**src/rtl/cdf_defines.svh**
```systemverilog
// Constants of the channel diagnostic flag block
`ifndef CDF_DEFINES_SVH
`define CDF_DEFINES_SVH

`define CDF_NCH 3
`define CDF_ADDR_W 7
`define CDF_DATA_W 8

`define CDF_ADDR_COPY 7'h06
`define CDF_ADDR_BOOT 7'h34
`define CDF_ADDR_HRCR 7'h35
`define CDF_ADDR_TOGL 7'h36

`define CDF_TOGL_FIXED 8'h40
`define CDF_RDATA_RST 8'h00
`define CDF_HR_LSB 0
`define CDF_CR_LSB 3

`define CDF_GATE_HOLD_MS 1
`define CDF_CLK_KHZ 100000
`define CDF_GATE_HOLD_CYC (`CDF_GATE_HOLD_MS * `CDF_CLK_KHZ)
`define CDF_TMO_W 17

`endif

```
**src/rtl/cdf_pkg.sv**
```systemverilog
// Types shared by the channel diagnostic flag block
`include "cdf_defines.svh"

package cdf_pkg;

  typedef logic [`CDF_NCH-1:0] cdf_ch_t;
  typedef logic [`CDF_TMO_W-1:0] cdf_cnt_t;

  typedef struct packed {
    cdf_ch_t dim_prev;
    logic vin_prev;
    cdf_ch_t toggle;
    cdf_ch_t headroom;
    cdf_ch_t hr_last;
    cdf_ch_t cycle_reached;
    cdf_ch_t last_reached;
    cdf_ch_t boot_low;
    cdf_ch_t copy_req;
    cdf_ch_t gate;
    logic [`CDF_DATA_W-1:0] rdata;
    cdf_cnt_t [`CDF_NCH-1:0] hold_cnt;
  } cdf_state_t;

endpackage

```
**src/rtl/cdf_top.sv**
```systemverilog
// Per-channel diagnostic flags: dimming toggle, headroom, current, bootstrap
`timescale 1ns/10ps
`include "cdf_defines.svh"

// Summary of operation
// - Toggle register: bits 2..0 are channel 3..1 flags; bit 6 reads one.
// - A toggle flag sets on any rising or falling edge of its dimming input.
// - Any write to the toggle register clears all toggle flags without an edge that cycle.
// - Channel on and input good with low headroom: gate low, flag set.
// - Gate switching resumes once headroom is sufficient again.
// - Headroom flags stay set until the headroom register is written.
// - Cleared while idle, a headroom flag may reset from the last sample.
// - Cycle current-reached flag sets when the target current is reached.
// - It clears on dimming fall, input undervoltage or a copy request.
// - It clears when gate stays high over 1 ms with dimming input high.
// - Register 0x35: reached flags bits 5..3, headroom bits 2..0, rest 0.
// - Switch node off and bootstrap below threshold blocks gate turn-on.
// - Bootstrap undervoltage turns the channel off and sets its flag.
// - Writing one clears a bootstrap flag, zero does nothing; re-enables.
// - Bootstrap register: bits 2..0 channel 3..1 flags, bits 7..3 zero.
// - Copy request latches reached status, clears cycle flag, self-clears.
// - Dimming falling edge latches the last-cycle reached status.
module cdf_top #(
  parameter int GATE_HOLD_CYC = `CDF_GATE_HOLD_CYC
) (
  input wire logic clk_sys,
  input wire logic rst_n,
  input wire logic [`CDF_NCH-1:0] dimming_input,
  input wire logic input_voltage_good,
  input wire logic [`CDF_NCH-1:0] channel_on,
  input wire logic [`CDF_NCH-1:0] gate_request,
  input wire logic [`CDF_NCH-1:0] headroom_low,
  input wire logic [`CDF_NCH-1:0] target_reached,
  input wire logic [`CDF_NCH-1:0] bootstrap_below_threshold,
  input wire logic [`CDF_NCH-1:0] switch_node_off,
  input wire logic [`CDF_ADDR_W-1:0] reg_addr,
  input wire logic [`CDF_DATA_W-1:0] reg_wdata,
  input wire logic reg_wr,
  input wire logic reg_rd,
  output logic [`CDF_DATA_W-1:0] reg_rdata,
  output logic [`CDF_NCH-1:0] gate_drive,
  output logic [`CDF_NCH-1:0] last_cycle_reached,
  output logic [`CDF_NCH-1:0] headroom_flag,
  output logic [`CDF_NCH-1:0] cycle_current_reached,
  output logic [`CDF_NCH-1:0] bootstrap_low_flag,
  output logic [`CDF_NCH-1:0] dimming_toggled
);

  localparam int NCH = `CDF_NCH;
  localparam int NSYNC = 5 * NCH;
  localparam cdf_pkg::cdf_cnt_t HOLD_LIM = cdf_pkg::cdf_cnt_t'(GATE_HOLD_CYC);

  initial begin
    if (GATE_HOLD_CYC < 1 || GATE_HOLD_CYC >= (1 << `CDF_TMO_W)) begin
      $error("cdf_top: GATE_HOLD_CYC out of counter range");
    end
  end

  function automatic logic hit(
    input logic strobe,
    input logic [`CDF_ADDR_W-1:0] addr,
    input logic [`CDF_ADDR_W-1:0] target
  );
    hit = strobe && (addr == target);
  endfunction

  cdf_pkg::cdf_state_t st_q;
  cdf_pkg::cdf_state_t st_d;

  cdf_pkg::cdf_ch_t dim_s;
  cdf_pkg::cdf_ch_t hrl_s;
  cdf_pkg::cdf_ch_t tgt_s;
  cdf_pkg::cdf_ch_t bsl_s;
  cdf_pkg::cdf_ch_t swo_s;
  logic [NSYNC-1:0] raw_bus;
  logic [NSYNC-1:0] sync_bus;

  // Pins and analog comparators are asynchronous to clk_sys
  assign raw_bus = {dimming_input, headroom_low, target_reached,
                    bootstrap_below_threshold, switch_node_off};
  assign {dim_s, hrl_s, tgt_s, bsl_s, swo_s} = sync_bus;

  cdf_sync #(
    .W(NSYNC)
  ) u_sync (
    .clk_sys(clk_sys),
    .rst_n(rst_n),
    .async_in(raw_bus),
    .sync_out(sync_bus)
  );

  always_comb begin
    logic wr_togl;
    logic wr_hrcr;
    logic wr_boot;
    logic wr_copy;
    logic vin_fall;
    logic monitor;
    logic dim_edge;
    logic dim_fall;
    logic hold_over;
    logic cr_clear;
    logic hr_set;
    logic bs_set;
    logic hr_block;
    logic bs_block;
    wr_togl = hit(reg_wr, reg_addr, `CDF_ADDR_TOGL);
    wr_hrcr = hit(reg_wr, reg_addr, `CDF_ADDR_HRCR);
    wr_boot = hit(reg_wr, reg_addr, `CDF_ADDR_BOOT);
    wr_copy = hit(reg_wr, reg_addr, `CDF_ADDR_COPY);
    vin_fall = st_q.vin_prev && !input_voltage_good;
    monitor = 1'b0;
    dim_edge = 1'b0;
    dim_fall = 1'b0;
    hold_over = 1'b0;
    cr_clear = 1'b0;
    hr_set = 1'b0;
    bs_set = 1'b0;
    hr_block = 1'b0;
    bs_block = 1'b0;
    st_d = st_q;
    st_d.dim_prev = dim_s;
    st_d.vin_prev = input_voltage_good;

    for (int i = 0; i < NCH; i++) begin
      monitor = channel_on[i] && input_voltage_good;
      dim_edge = dim_s[i] ^ st_q.dim_prev[i];
      dim_fall = st_q.dim_prev[i] && !dim_s[i];

      // Toggle flag; an edge in the clearing cycle survives
      if (wr_togl) begin
        st_d.toggle[i] = 1'b0;
      end
      if (dim_edge) begin
        st_d.toggle[i] = 1'b1;
      end

      // Headroom: last sample kept so a clear while idle can re-arm
      if (monitor) begin
        st_d.hr_last[i] = hrl_s[i];
      end
      hr_set = monitor ? hrl_s[i] : (wr_hrcr && st_q.hr_last[i]);
      if (wr_hrcr) begin
        st_d.headroom[i] = 1'b0;
      end
      if (hr_set) begin
        st_d.headroom[i] = 1'b1;
      end
      hr_block = monitor && hrl_s[i];

      // Gate-high time with dimming high
      if (st_q.gate[i] && dim_s[i]) begin
        if (st_q.hold_cnt[i] != HOLD_LIM) begin
          st_d.hold_cnt[i] = st_q.hold_cnt[i] + 1'b1;
        end
      end else begin
        st_d.hold_cnt[i] = '0;
      end
      hold_over = st_q.hold_cnt[i] == HOLD_LIM;

      // Latched last-cycle status captures the flag before it clears
      if (dim_fall || st_q.copy_req[i]) begin
        st_d.last_reached[i] = st_q.cycle_reached[i];
      end
      cr_clear = dim_fall || vin_fall || st_q.copy_req[i] || hold_over;
      if (cr_clear) begin
        st_d.cycle_reached[i] = 1'b0;
      end
      if (tgt_s[i]) begin
        st_d.cycle_reached[i] = 1'b1;
      end

      // Copy request lives one cycle, then clears itself
      st_d.copy_req[i] = wr_copy && reg_wdata[i];

      // Bootstrap lockout; detection wins over a same-cycle clear
      bs_set = swo_s[i] && bsl_s[i];
      if (wr_boot && reg_wdata[i]) begin
        st_d.boot_low[i] = 1'b0;
      end
      if (bs_set) begin
        st_d.boot_low[i] = 1'b1;
      end
      bs_block = bs_set || st_q.boot_low[i];

      st_d.gate[i] = gate_request[i] && monitor && !hr_block && !bs_block;
    end

    // Read data is registered and held until the next read
    if (reg_rd) begin
      unique case (reg_addr)
        `CDF_ADDR_TOGL: begin
          st_d.rdata = `CDF_TOGL_FIXED
                       | {{(`CDF_DATA_W-NCH){1'b0}}, st_q.toggle};
        end
        `CDF_ADDR_HRCR: begin
          st_d.rdata = `CDF_RDATA_RST;
          st_d.rdata[`CDF_CR_LSB +: NCH] = st_q.cycle_reached;
          st_d.rdata[`CDF_HR_LSB +: NCH] = st_q.headroom;
        end
        `CDF_ADDR_BOOT: begin
          st_d.rdata = {{(`CDF_DATA_W-NCH){1'b0}}, st_q.boot_low};
        end
        `CDF_ADDR_COPY: begin
          st_d.rdata = {{(`CDF_DATA_W-NCH){1'b0}}, st_q.copy_req};
        end
        default: begin
          st_d.rdata = `CDF_RDATA_RST;
        end
      endcase
    end
  end

  always_ff @(posedge clk_sys) begin
    if (!rst_n) begin
      st_q <= '0;
    end else begin
      st_q <= st_d;
    end
  end

  assign reg_rdata = st_q.rdata;
  assign gate_drive = st_q.gate;
  assign last_cycle_reached = st_q.last_reached;
  assign headroom_flag = st_q.headroom;
  assign cycle_current_reached = st_q.cycle_reached;
  assign bootstrap_low_flag = st_q.boot_low;
  assign dimming_toggled = st_q.toggle;

endmodule

```
**src/rtl/cdf_sync.sv**
```systemverilog
// Two-stage synchroniser for a group of asynchronous levels
`timescale 1ns/10ps

module cdf_sync #(
  parameter int W = 1
) (
  input wire logic clk_sys,
  input wire logic rst_n,
  input wire logic [W-1:0] async_in,
  output logic [W-1:0] sync_out
);

  typedef struct packed {
    logic [W-1:0] stage2;
    logic [W-1:0] stage1;
  } cdf_sync_state_t;

  cdf_sync_state_t st_q;
  cdf_sync_state_t st_d;

  initial begin
    if (W < 1) begin
      $error("cdf_sync: width must be at least 1");
    end
  end

  // First stage feeds only the second stage
  always_comb begin
    st_d = st_q;
    st_d.stage1 = async_in;
    st_d.stage2 = st_q.stage1;
  end

  always_ff @(posedge clk_sys) begin
    if (!rst_n) begin
      st_q <= '0;
    end else begin
      st_q <= st_d;
    end
  end

  assign sync_out = st_q.stage2;

endmodule

```
**config.mk**
```make
export PLATFORM = sky130hd
export DESIGN_NAME = cdf_top
export DESIGN_NICKNAME = d
export VERILOG_FILES = /design/src/rtl/cdf_pkg.sv /design/src/rtl/cdf_top.sv /design/src/rtl/cdf_sync.sv
export VERILOG_INCLUDE_DIRS = /design/src /design/src/rtl
export SDC_FILE = /design/constraint.sdc
export NUM_CORES = 1
export LEC_CHECK = 0
export BUFFER_PORTS_ARGS = -buffer_cell sky130_fd_sc_hd__buf_2
export CAP_MARGIN = 20
export CORE_MARGIN = 2
export CORE_UTILIZATION = 60
export CTS_CLUSTER_SIZE = 8
export DETAILED_ROUTE_END_ITERATION = 8
export PLACE_DENSITY = 0.88
export SKIP_LAST_GASP = 1
export SLEW_MARGIN = 20
export SYNTH_ARGS = -nofsm -noshare
export SYNTH_HDL_FRONTEND = slang
export SYNTH_SLANG_ARGS = --single-unit
```
**constraint.sdc**
```tcl
create_clock -name clk_sys -period 3.2 [get_ports clk_sys]
set_input_delay 0.32 -clock clk_sys [delete_from_list [all_inputs] [get_ports clk_sys]]
set_output_delay 0.32 -clock clk_sys [all_outputs]
set_load 0.1 [all_outputs]
```
==> impl_metrics.toml <==
[logic_synthesis]
synth_seq_cells = 116
synthTopCellsByArea = "dfxtp_1 (47%), and2_1 (4.7%), xnor2_1 (4.4%)"
syn_area_um2 = 4940
synth.mux.area_fraction_pct = 1.49
yosysTopAreaCell = "dfxtp_1"
yosys.area_share.simple_pct = 27.1
async_reset_ff_share_pct = 0
synth_top_cell_area_share_pct = 47.0
syn-num-nets = 592
ys_seq_area_share_pct = 47.0
synth_top_family_by_area = "simple AND/OR/NAND/NOR gates"
synthCells = 542
avgSynthCellArea_um2 = 9.11
synth_xor_area_share_pct = 5.85
synthTopCellsByCount = "dfxtp_1 (116), nor2_1 (47), and2_1 (37)"
yosysWarnings = 0
synth_compound_area_share_pct = 8.82
synth_ff_type = "dfxtp_1"
yosysUniqueCellTypes = 52
synth_adder_area_share_pct = 2.28
synth_edf_count = 0
synth_most_common_cell = "dfxtp_1"

[clock_tree]
post-cts-setup-buffers = 0
cts_resized = 0
h-tree-depth = 4
tritoncts = "done"
cts_made_buffers = 17
root_buffer = "clkbuf_8"
clk_pin_slew_ps = 60
clk_latency_ps = 520
cts_sinks = 116
cts_max_path_buffers = 2

[placed_design]
portBuffers = 60
gp_congestion = 0.831
post-dp-hpwl_um = 6930

[worst_setup_path]
worstPathRequired_ps = 3640
crit_slowest_cell = "or4_2"
path_cells = "or4_2 -> nor3_1 -> and3_1 -> mux2i_1"
critical_path_class = "reg2reg"
end_kind = "flip-flop"
r2r_slack_ps = 1400
critical_path_arrival_ps = 2240
worstPathMaxFanout = 6
cp-start-kind = "flip-flop"
max_stage_delay_ps = 670

[routing]
dr_total_vias = 3938
drt-initial-drc-count = 162
remaining_drc_errors = 0
ant_nets = 0
totalWireLength_um = 10400
routedWlPerCell_um = 14.6
via_per_inst = 5.56
first_pass_iters = 5

[finish]
n_fill_cell = 562
n_antenna_cell = 0
fin_nets = 640
syn2layout_area_growth_pct = 18.5
drive_gt1_share_pct = 18.2

[global_routing]
grt_max_degree = 40
grt_usage_pct = 25.3
grt_pass1_vias = 3793
grt.overflow.total = 0
antenna_found_initial = 0
grt_pass1_wl_um = 17500

[floorplanning]
initial_core_util_pct = 61.0
coreArea_um2 = 8090
rows = 33
io_pins = 67
die_width_um = 94.7
fp.dieH_um = 94.7
fp.dieArea_um2 = 8970

[sta]
slew_headroom_pct = 60.5
tns_ps = 0
finalSetupViolCount = 0
finClkSkew_ps = 9.92
rsz0062_at_grt = "false"
maxSlewViolCount = 0
fmax_ghz = 0.556
layout_min_cycle_time_ps = 1800
finalHoldViolCount = 0
worstMarginPinSlew_ps = 591
timing.final.crit_share_pct = 56.2

[outcome]
status = "completed"

[flow_run]
maxCapViolCount = 0

[min_path]
min_path_type = "in2reg"

[power_and_ir_drop]
power_density_nw_per_um2 = 625
peakVddDrop_mv = 0.614
report.power.total_uw = 3660
leakagePower_uw = 0.00219
==> per-stage QoR <==
stage	utilization, %	std cells	cell area (um^2)	setup WS, ps	hold WS [ps]
after floorplan	-	542	4940	1540	388
after global placement	63.3	666	5120	1330	408
after detailed placement	63.3	666	5120	1260	414
after CTS	72.3	708	5850	1400	1.46
after global routing	72.3	708	5850	1290	8.07
final	72.3	708	5850	1400	12.4
==> worst max-delay path, delay by kind of cell, from the launching register on <==
kind / cells / cell delay [ps]
AND/OR/NAND/NOR: 3 / 1120
multiplexers: 1 / 220
flip-flops: 1 / 380
==> metal layers <==
metal	up-vias	global-route usage, %	routed length (um)
li1	1951	-	-
met1	1828	29.0	4250
met2	136	43.3	5330
met3	23	6.86	602
met4	0	12.6	188
met5	-	0	0
==> power by group <==
group          total [uW]  internal [uW]  switching, uW  leakage, uW
sequential           1490           1470           13.8     0.000943
clock                2000           1290            716     0.000311
combinational         168           56.3            112     0.000940
total                3660           2820            842      0.00219
==> logic make-up (layout without fill, tap and decap cells) <==
kind of cell | Yosys count | count (layout)
buffers and inverters | 70 | 131
other | 1 | 1
AOI/OAI and AO/OA | 66 | 66
xor gates and xnor gates | 33 | 33
and+or+nand+nor | 240 | 240
adders and majority gates | 9 | 9
muxes | 7 | 7
DFF | 116 | 116
==> timing repair <==
action / CTS / global route
hold endpoints to repair: 10 / 0
setup endpoints to repair: 0 / 0
hold buffers: 10 / 0
==> cell usage in the layout (no fill, tap or decap), types with 5 or more instances in the layout <==
master | netlist | routed
nor4bb_1 | 7 | 7
nor2b_1 | 6 | 6
nand3_1 | 26 | 26
and2_1 | 37 | 37
a21boi_0 | 12 | 12
buf_2 | 2 | 60
inv_1 | 27 | 27
nand2_1 | 33 | 33
xnor2_1 | 25 | 25
and3_1 | 7 | 7
inv_6 | 0 | 7
a21oi_1 | 13 | 13
xor2_1 | 8 | 8
dlygate4sd3_1 | 0 | 10
dfxtp_1 | 116 | 116
nor2_1 | 47 | 47
or3_1 | 5 | 5
nand4_1 | 17 | 17
nor3_1 | 17 | 17
nand2b_1 | 7 | 7
o21ai_0 | 16 | 16
nor4_1 | 12 | 12
clkbuf_16 | 0 | 16
ha_1 | 9 | 9
==> layout make-up <==
class / count / area, um^2 / share of cell area, %
Timing Repair Buffer: 72 / 415 / 7.10
Clock buffer: 17 / 414 / 7.08
Clock inverter: 15 / 215 / 3.68
Multi-Input combinational cell: 356 / 2250 / 38.5
Inverter: 27 / 101 / 1.73
Tap cell: 105 / 131 / 2.24
Sequential cell: 116 / 2320 / 39.7
==> path summary, 6_finish.rpt <==
path	start	cells past startpoint	end
setup reg to reg	st_q[19]$_SDFFE_PN0P_	4	st_q[17]$_SDFFE_PN0P_
hold / removal	headroom_low[1]	2	u_sync.st_d[25]$_SDFF_PN0_
setup / recovery	st_q[19]$_SDFFE_PN0P_	4	st_q[17]$_SDFFE_PN0P_
hold reg to reg	u_sync.st_d[19]$_SDFF_PN0_	1	u_sync.sync_out[4]$_SDFF_PN0_
==> state kept, by name, summed over array words and instances, names as in the netlist <==
| register | cells |
|---|---|
| gate_drive | 3 |
| dimming_toggled | 3 |
| st_q | 61 |
| bootstrap_low_flag | 3 |
| cycle_current_reached | 3 |
| u_sync.sync_out | 15 |
| u_sync.st_d | 15 |
| headroom_flag | 3 |
| reg_rdata | 7 |
| last_cycle_reached | 3 |
(Power assumes the default switching activity.)
